File: src/rtl/smart_card_defines.vh
// Constants for the smart card serial control block
`ifndef SMART_CARD_DEFINES_VH
`define SMART_CARD_DEFINES_VH
`define OFS_CTRL        12'h000
`define OFS_STATUS      12'h004
`define OFS_FLUSH       12'h008
`define BIT_IFACE_ON    0
`define BIT_NACK_SUP    1
`define BIT_PROTOCOL    2
`define RETRY_LSB       4
`define RETRY_MSB       6
`define GUARD_LSB       8
`define GUARD_MSB       15
`define CTRL_RESET      32'h0000_0000
`define NOMINAL_GUARD   8'h02
`define GUARD_ONE_BIT   8'hff
`define GUARD_SINGLE    9'h001
`define CLR_ERR_BIT     1
`define ST_CNT_LSB      0
`define ST_CNT_MSB      1
`define ST_ERR_BIT      2
`define ST_LOCK_BIT     3
`define STATUS_RESET    32'h0000_0000
`define READ_ZERO       32'h0000_0000
`define RETRY_CLEAR     3'h0
`define RETRY_STEP      3'h1
`endif

File: src/rtl/smart_card_serial_control.v
// Smart card control register, retry counter, guard timing and lock logic
`timescale 1ns/1ps
`include "smart_card_defines.vh"
module smart_card_serial_control (
  input  wire        pclk,             // Bus clock, 40 MHz
  input  wire        presetn,          // Async reset, active low
  input  wire        psel,             // APB select
  input  wire        penable,          // APB enable
  input  wire        pwrite,           // APB direction
  input  wire [11:0] paddr,            // APB byte address
  input  wire [31:0] pwdata,           // APB write data
  output reg  [31:0] prdata,           // APB read data
  output reg         pready,           // APB ready
  output reg         pslverr,          // APB error
  input  wire        char_done,        // Serial core: character sent, pulse
  input  wire        nack_seen,        // Serial core: card NACK seen, pulse
  input  wire        tx_err_irq_en,    // Interrupt enable for transmit error
  output reg         card_mode_q,      // Half-duplex smart card mode active
  output reg         nack_drive_q,     // Core may issue NACK on receive errors
  output reg         resend_q,         // Pulse: retransmit last character
  output reg         tx_error_q,       // Transmit error flag in line status
  output reg         tx_irq_q,         // Interrupt request, level
  output reg         locked_q,         // Transmitter locked until flush
  output reg  [8:0]  guard_bits_q      // Guard time in bit times after a character
);

  // Retry sequencer states, one-hot
  localparam [2:0] ST_READY  = 3'b001;  // No NACK pending, count at zero
  localparam [2:0] ST_RETRY  = 3'b010;  // Resending after at least one NACK
  localparam [2:0] ST_LOCKED = 3'b100;  // Gave up, waits for a flush

  // Registers and their next values
  reg  [31:0] ctrl_q;
  reg  [31:0] ctrl_d;
  reg  [2:0]  state_q;
  reg  [2:0]  state_d;
  reg  [2:0]  retry_cnt_q;
  reg  [2:0]  retry_cnt_d;
  reg         resend_d;
  reg         tx_error_d;
  reg         tx_irq_d;
  reg  [31:0] status_word;
  reg  [31:0] rdata_d;
  reg  [8:0]  guard_bits_d;

  // Decoded fields and bus qualifiers
  wire        iface_on;
  wire        nack_suppress;
  wire        t0;
  wire [2:0]  resend_limit;
  wire [7:0]  added_guard_units;
  wire        setup;
  wire        access;
  wire        sel_ctrl;
  wire        sel_status;
  wire        sel_flush;
  wire        mapped;
  wire        wr;
  wire        rd;
  wire        wr_ctrl;
  wire        clr_err;
  wire        flush;
  wire        nack_t0;
  wire        at_limit;
  wire        give_up;

  // Control fields
  assign iface_on          = ctrl_q[`BIT_IFACE_ON];
  assign nack_suppress     = ctrl_q[`BIT_NACK_SUP];
  assign t0                = ~ctrl_q[`BIT_PROTOCOL];
  assign resend_limit      = ctrl_q[`RETRY_MSB:`RETRY_LSB];
  assign added_guard_units = ctrl_q[`GUARD_MSB:`GUARD_LSB];

  // Read data prepared in setup, writes land in the access phase
  assign setup      = psel & ~penable;
  assign access     = psel & penable & pready;
  assign sel_ctrl   = (paddr == `OFS_CTRL);
  assign sel_status = (paddr == `OFS_STATUS);
  assign sel_flush  = (paddr == `OFS_FLUSH);
  assign mapped     = sel_ctrl | sel_status | sel_flush;
  assign wr         = access & pwrite;
  assign rd         = setup & ~pwrite;
  assign wr_ctrl    = wr & sel_ctrl;
  assign clr_err    = wr & sel_status & pwdata[`CLR_ERR_BIT];
  assign flush      = wr & sel_flush;

  // NACKs count only in smart card mode under T=0
  assign nack_t0  = iface_on & t0 & nack_seen;
  assign at_limit = (retry_cnt_q == resend_limit);
  assign give_up  = nack_t0 & (state_q != ST_LOCKED) & at_limit;

  // Control register; reserved bits stay zero
  always @* begin
    ctrl_d = ctrl_q;
    if (wr_ctrl) begin
      ctrl_d                        = `CTRL_RESET;
      ctrl_d[`BIT_IFACE_ON]         = pwdata[`BIT_IFACE_ON];
      ctrl_d[`BIT_NACK_SUP]         = pwdata[`BIT_NACK_SUP];
      ctrl_d[`BIT_PROTOCOL]         = pwdata[`BIT_PROTOCOL];
      ctrl_d[`RETRY_MSB:`RETRY_LSB] = pwdata[`RETRY_MSB:`RETRY_LSB];
      ctrl_d[`GUARD_MSB:`GUARD_LSB] = pwdata[`GUARD_MSB:`GUARD_LSB];
    end
  end

  // Retry sequencer: resends until NACK count passes the limit
  always @* begin
    state_d     = state_q;
    retry_cnt_d = retry_cnt_q;
    resend_d    = 1'b0;
    case (state_q)
      ST_READY: begin
        if (give_up) begin
          state_d = ST_LOCKED;
        end else if (nack_t0 && !flush) begin
          state_d     = ST_RETRY;
          retry_cnt_d = retry_cnt_q + `RETRY_STEP;
          resend_d    = 1'b1;
        end
      end
      ST_RETRY: begin
        if (give_up) begin
          state_d     = ST_LOCKED;
          retry_cnt_d = `RETRY_CLEAR;
        end else if (flush) begin
          state_d     = ST_READY;
          retry_cnt_d = `RETRY_CLEAR;
        end else if (nack_t0) begin
          retry_cnt_d = retry_cnt_q + `RETRY_STEP;
          resend_d    = 1'b1;
        end else if (char_done) begin
          state_d     = ST_READY;
          retry_cnt_d = `RETRY_CLEAR;
        end
      end
      ST_LOCKED: begin
        if (flush) begin
          state_d     = ST_READY;
          retry_cnt_d = `RETRY_CLEAR;
        end
      end
      default: begin
        state_d     = ST_READY;
        retry_cnt_d = `RETRY_CLEAR;
      end
    endcase
  end

  // Error flag and interrupt; a give-up beats a clear in the same cycle
  always @* begin
    tx_error_d = tx_error_q;
    tx_irq_d   = tx_irq_q;
    if (clr_err) begin
      tx_error_d = 1'b0;
      tx_irq_d   = 1'b0;
    end
    if (give_up) begin
      tx_error_d = 1'b1;
      tx_irq_d   = (tx_irq_q & ~clr_err) | tx_err_irq_en;
    end
  end

  // Status word: count, error flag and lock
  always @* begin
    status_word                          = `STATUS_RESET;
    status_word[`ST_CNT_MSB:`ST_CNT_LSB] = retry_cnt_q[`ST_CNT_MSB-`ST_CNT_LSB:0];
    status_word[`ST_ERR_BIT]             = tx_error_q;
    status_word[`ST_LOCK_BIT]            = locked_q;
  end

  // Read data chosen in setup so it stands through the access phase
  always @* begin
    rdata_d = prdata;
    if (rd) begin
      if (sel_ctrl) begin
        rdata_d = ctrl_q;
      end else if (sel_status) begin
        rdata_d = status_word;
      end else begin
        rdata_d = `READ_ZERO;
      end
    end
  end

  // Guard time in bit times; T=1 keeps the nominal two
  always @* begin
    if (!t0) begin
      guard_bits_d = {1'b0, `NOMINAL_GUARD};
    end else if (added_guard_units == `GUARD_ONE_BIT) begin
      guard_bits_d = `GUARD_SINGLE;
    end else begin
      guard_bits_d = {1'b0, added_guard_units} + {1'b0, `NOMINAL_GUARD};
    end
  end

  // Bus answer: access phase follows every setup with no wait state
  always @(posedge pclk or negedge presetn) begin
    if (!presetn) begin
      pready  <= 1'b0;
      pslverr <= 1'b0;
      prdata  <= `READ_ZERO;
    end else begin
      pready  <= setup;
      pslverr <= setup & ~mapped;
      prdata  <= rdata_d;
    end
  end

  always @(posedge pclk or negedge presetn) begin
    if (!presetn) begin
      ctrl_q <= `CTRL_RESET;
    end else begin
      ctrl_q <= ctrl_d;
    end
  end

  always @(posedge pclk or negedge presetn) begin
    if (!presetn) begin
      state_q     <= ST_READY;
      retry_cnt_q <= `RETRY_CLEAR;
      resend_q    <= 1'b0;
      locked_q    <= 1'b0;
    end else begin
      state_q     <= state_d;
      retry_cnt_q <= retry_cnt_d;
      resend_q    <= resend_d;
      locked_q    <= (state_d == ST_LOCKED);
    end
  end

  always @(posedge pclk or negedge presetn) begin
    if (!presetn) begin
      tx_error_q <= 1'b0;
      tx_irq_q   <= 1'b0;
    end else begin
      tx_error_q <= tx_error_d;
      tx_irq_q   <= tx_irq_d;
    end
  end

  // Mode outputs and guard time
  always @(posedge pclk or negedge presetn) begin
    if (!presetn) begin
      card_mode_q  <= 1'b0;
      nack_drive_q <= 1'b0;
      guard_bits_q <= {1'b0, `NOMINAL_GUARD};
    end else begin
      card_mode_q  <= iface_on;
      nack_drive_q <= iface_on & t0 & ~nack_suppress;
      guard_bits_q <= guard_bits_d;
    end
  end
endmodule

File: config.mk
export PLATFORM = sky130hd
export DESIGN_NAME = smart_card_serial_control
export DESIGN_NICKNAME = d
export VERILOG_FILES = /design/src/rtl/smart_card_serial_control.v
export VERILOG_INCLUDE_DIRS = /design/src /design/src/rtl
export SDC_FILE = /design/constraint.sdc
export NUM_CORES = 1
export LEC_CHECK = 0
export ABC_AREA = 1
export BUFFER_PORTS_ARGS = -buffer_cell sky130_fd_sc_hd__buf_2
export CORE_UTILIZATION = 25
export CTS_CLUSTER_SIZE = 25
export DETAILED_ROUTE_END_ITERATION = 10
export PLACE_DENSITY_LB_ADDON = 0.25
export SYNTH_ARGS = -nofsm -noshare
export SYNTH_HDL_FRONTEND = slang
export SYNTH_SLANG_ARGS = --single-unit
File: constraint.sdc
create_clock -name pclk -period 2.05 [get_ports pclk]
set_clock_uncertainty 0.2 [all_clocks]
set_input_delay 0.41 -clock pclk [delete_from_list [all_inputs] [get_ports pclk]]
set_output_delay 0.41 -clock pclk [all_outputs]
set_load 0.02 [all_outputs]
After elaboration in Yosys (flattened, before gate mapping)
Index checks and enable logic that the tools add are counted.

Add/subtract/negate cells: 2. Eq/ne operators: 13. Muxes and demuxes: 29. Bitwise logic cells: 25. Reduce and logical (&&, ||, !) cells: 5.

Operators by type and width (number): two-way mux 3 bit (14); two-way mux 9 bit (2); case mux 3 bit (3 select lines) (2); bitwise AND 1 bit (16); two-way mux 16 bit (1); equality test 12 x 3 -> 1 bit, second input constant (1); equality test 12 x 4 -> 1 bit, second input constant (1); logical NOT 12 bit (1); adder 8 x 2 -> 9 bit, second input constant (1); equality test 8 bit, second input constant (1); two-way mux 1 bit (8); equality test 3 bit, second input constant (2); inequality test 2 bit, second input constant (3); inverter 1 bit (6); inequality test 5 bit, second input constant (1); two-way mux 4 bit (1); AND reduction 4 bit (1); adder 3 x 1 -> 3 bit, second input constant (1); equality test 3 x 1 -> 1 bit, second input constant (1); equality test 3 x 2 -> 1 bit, second input constant (1); equality test 3 bit (1); inequality test 3 bit, second input constant (1); bitwise OR 1 bit (3); case mux 1 bit (2 select lines) (1); 3 further kinds (3).

Flip-flop bits (word level): 69. Input bits: 52. Output and inout port bits: 49. Word-level logic and storage cells: 87.

Depth between registers and ports, before layout
Depth after elaboration: 10. Mapped depth: 11. Mapped depth without buffers: 11.

Worst setup path before layout
No wires, ideal clock.

Kind: register to register. Start: reg pready. End: reg retry_cnt_q[0]. Setup time: 0.116 ns. Data arrival time: 1.274 ns. Path slack: 0.460 ns. Stages on the path, launching flop included: 10. Period minus slack after synthesis: 1.590 ns. Cells stage by stage: dfrtp_1 nand3_2 nor2_4 nand3_2 nand2_2 nand2_2 nand2_2 nor2_4 nand2_1 nand2_1.

Cells in the longest elaborated chain, start to end: 7. Elaborated cells on any way between the ends: 12. Classes of those cells: 3 x eq/ne; 3 x mux; 3 x bitwise; 3 x reduce/logical.

RTL lines: start, declared (line smart_card_serial_control.v:13) `output reg pready,`; start signal, assigned (line smart_card_serial_control.v:202) `pready <= setup;`; bitwise AND 1 bit * (line smart_card_serial_control.v:76) `assign access = psel & penable & pready;`; bitwise AND 1 bit * (line smart_card_serial_control.v:81) `assign wr = access & pwrite;`; bitwise AND 1 bit * (line smart_card_serial_control.v:85) `assign flush = wr & sel_flush;`; logical NOT 1 bit (line smart_card_serial_control.v:114) `end else if (nack_t0 && !flush) begin`; logical AND 1 bit (line smart_card_serial_control.v:114); inequality test 2 bit (no source line); AND reduction 4 bit (no source line); end signal, assigned (line smart_card_serial_control.v:219) `` retry_cnt_q <= `RETRY_CLEAR; ``; end signal, assigned (line smart_card_serial_control.v:224) `retry_cnt_q <= retry_cnt_d;`; end, declared (line smart_card_serial_control.v:37) `reg [2:0] retry_cnt_q;`.

Every way passes the cells marked *; elsewhere a longest branch is shown, timed or not. A chain may end at the register's enable or synchronous reset.

Worst setup path after layout
Start: reg retry_cnt_q[0]. End: reg retry_cnt_q[1].

Cells in the longest elaborated chain, start to end: 5. Elaborated cells on any way between the ends: 12. Classes of those cells: 1 x add/sub; 3 x eq/ne; 6 x mux; 1 x bitwise; 1 x reduce/logical.

RTL lines: adder 3 x 1 -> 3 bit (no source line); two-way mux 3 bit (line smart_card_serial_control.v:127) `end else if (nack_t0) begin`; two-way mux 3 bit (line smart_card_serial_control.v:124) `end else if (flush) begin`; two-way mux 3 bit (line smart_card_serial_control.v:121) `if (give_up) begin`; case mux 3 bit (3 select lines) (line smart_card_serial_control.v:110) `case (state_q)`.

Parallel ways exist; a longest one is shown, timed or not. The select of a mux whose other input is x is not followed.

==> key figures <==
Run status
  – Status: finished clean

Min path
  – HP Class: input pin to flip-flop

Yosys
  – Avg Inst Size Synth: a little under 9 um^2
  – Ys Warns: 0
  – Synth top area cells: dfrtp_1, nand2_1, buf_4
  – Netlist cell types: 39
  – Syn Std Cell Area: roughly 2700 um^2
  – Post-synth top area cell: dfrtp_1
  – Seq cells post-synth: 52
  – Cell count after synthesis: 302
  – Post-synthesis sequential area ratio: about half
  – Number of flops mapped to enable cells by yosys: 0
  – Primary FF master, synth: dfrtp_1
  – Async SR Flop Fraction: 100%
  – Synth top area share: 46.5%

Cells and area
  – Finished Core Util: 31.2%
  – N_diodes: 0
  – Filler Cells Inserted: 1135
  – Area Growth Syn to Fin: 20.1%
  – Finished Layout Cells: between 500 and 600
  – Final Instance Area: roughly 3200 um^2
  – Layout Nets: 428
  – Share of layout cells above drive strength 1: between 30% and 40%

Setup path
  – Setup crit end kind: flip-flop
  – Flop2flop setup slack: 0.32 ns
  – Crit Path Category: flip-flop to flip-flop
  – Crit path DAT: between 1.5 and 2 ns
  – Worst setup SP type: flip-flop
  – Worst Path Required: 2.06 ns
  – Max Fanout on Critical Path: 5

Flow run
  – Max-cap viol count: 0

Floorplanning
  – Placeable Area: 10400 um^2
  – Die X: approximately 110 um
  – Die Ht: roughly 110 um
  – Cell row count: 37
  – # IOs: just over 100
  – Initial Util: ~26%
  – Die area: approximately 11000 um^2

Timing
  – Setup ws final: roughly 0.32 ns
  – F_max: 0.578 GHz
  – Final period util: 84.4%
  – Fin crit period: between 1.5 and 2 ns
  – Setup violations, final: 0
  – Pins over their slew limit: 0
  – Final hold violations: 0
  – Setup TNS: 0 ns
  – RSZ-0062 raised after global routing: no
  – Worst hold slack: 0.0823 ns

Clock tree
  – Root Driver: clkbuf_8
  – H-tree depth: 2
  – Post-CTS Repair Setup Buffers: 0
  – CTS tree: yes
  – Num CTS Buffers: 5
  – Clk sinks: 52
  – Clk Latency, worst-skew pair: roughly 0.31 ns
  – Max Root-Sink Buffers: 2
  – CTS clock-pin slew for the worst setup and hold paths: approximately 0.10 ns

Placed design
  – Post-place setup slack: approximately 0.14 ns
  – DP HPWL: between 4000 and 5000 um
  – PortBufs: 65
  – Placer Congestion: slightly below 0.8
  – Placed instance area: approximately 3100 um^2
  – Placed instance count: approximately 500

GRT
  – Largest net degree at the start of global routing: 53
  – Number of global-route vias before repair: approximately 2100
  – First-pass GRT wire length: between 10000 and 15000 um
  – Total track usage: roughly an eighth
  – Initial antenna violation count: 0
  – GR Overflow Total: 0

Drt
  – DRC violations left: 0
  – Post-route ant nets: 0
  – Initial DRC count: 77
  – Routed WL: between 6000 and 7000 um
  – Via count: between 2000 and 2500
  – Avg Vias per Cell: 4.20
  – WL/cell: roughly 13 um
  – Drt pass-1 iters: 4

Pwr
  – Leakage: ~1.7 nW
  – Final Power: between 2 and 2.5 mW
  – Pwr/cell area: between 600 and 700 nW/um^2
  – Worst vdd ir: 0.271 mV
==> kinds of logic (layout without fill, tap and decap cells) <==
group	Yosys count	after routing	synth area share (%)
and+or+nand+nor	148	148	27.8
buffers and inverters	55	112	10.9
DFF	52	52	48.5
AOI/OAI and AO/OA	39	39	10.1
xor gates and xnor gates	5	5	1.63
adders and majority gates	2	2	0.931
other	1	17	0.139
==> placed cells by master, fill, tap and decap left out, types with 5 or more instances in the layout <==
cell	Yosys	routed
nor2_2	9	9
o21ai_0	5	5
nor2_1	28	28
o21ai_1	5	5
clkbuf_8	0	5
nand2_2	5	5
nand4_1	7	7
a21oi_1	5	5
o31ai_1	8	8
inv_1	27	27
buf_2	3	65
conb_1	1	17
nand2_1	66	66
dfrtp_1	50	50
a21oi_2	8	8
nand3_1	14	14
==> repair_timing <==
item / CTS / global route
hold buffers: 1 / 0
hold endpoints to repair: 50 / 0
resized for setup: 0 / 0
==> metal layers <==
layer	GRT usage, %	wire length (um)	part of all wire, %
met5	0	0	0
met4	2.68	40	0.63
met3	2.54	312	4.9
met2	19.5	2840	44
met1	17.5	3200	50
==> cell usage after synthesis (2+ instances only) <==
cell	number
buf_4	17
o21bai_1	2
xnor2_1	3
xor2_1	2
dfstp_2	2
nand2_4	2
buf_6	2
a21oi_1	5
o21ai_1	5
inv_1	27
ha_1	2
nand2_2	5
nor3_1	2
dfrtp_1	50
o21ai_0	5
nand3_2	4
a21oi_2	8
nor2_1	28
o31ai_1	8
nand2_1	66
nor2_4	4
o21ai_2	2
buf_2	3
nand3_1	14
o22a_1	3
nor2_2	9
inv_2	4
nand4_1	7
==> flip-flops by register name, summed over array words and instances (netlist names) <==
register	count
card_mode_q	1
ctrl_q	14
guard_bits_q	9
locked_q	1
nack_drive_q	1
prdata	15
pready	1
pslverr	1
resend_q	1
retry_cnt_q	3
state_q	3
tx_error_q	1
tx_irq_q	1
==> worst max-delay path, stage by stage (launching register included) <==
cell and delay (ns):
dfrtp_1 0.43, inv_1 0.12, nand2_1 0.07, nand2_1 0.06, nor2_2 0.12, nand2_1 0.11
nor2_4 0.16, nand2_2 0.09, nand2_2 0.11, nor2_4 0.06, nand2_1 0.06, nand2_1 0.05
==> power by group <==
group	internal (mW)	switching [mW]	leakage [nW]
Clock	0.246	0.367	0.0485
Combinational	0.163	0.285	1.00
Sequential	1.08	0.0530	0.657
Total	1.49	0.706	1.71
==> path summary, 6_finish.rpt <==
path	from	end	cells past startpoint
max	retry_cnt_q[0]	retry_cnt_q[1]	11
min	penable	pready	2
max reg2reg	retry_cnt_q[0]	retry_cnt_q[1]	11
min reg2reg	ctrl_q[8]	guard_bits_q[8]	1
max in group asynchronous	presetn	state_q[0]	3
min in group asynchronous	presetn	guard_bits_q[6]	3
==> area by class of cell <==
cell class / instances / area (um^2) / share of cell area [%]
Multi-Input combinational cell: 211 / 1150 / 35.7
Inverter: 33 / 128 / 3.95
Sequential cell: 52 / 1300 / 40.4
Clock buffer: 5 / 68.8 / 2.13
Clock inverter: 3 / 22.5 / 0.697
Timing Repair Buffer: 71 / 385 / 11.9
Tap cell: 136 / 170 / 5.27
(Power assumes the default switching activity.)
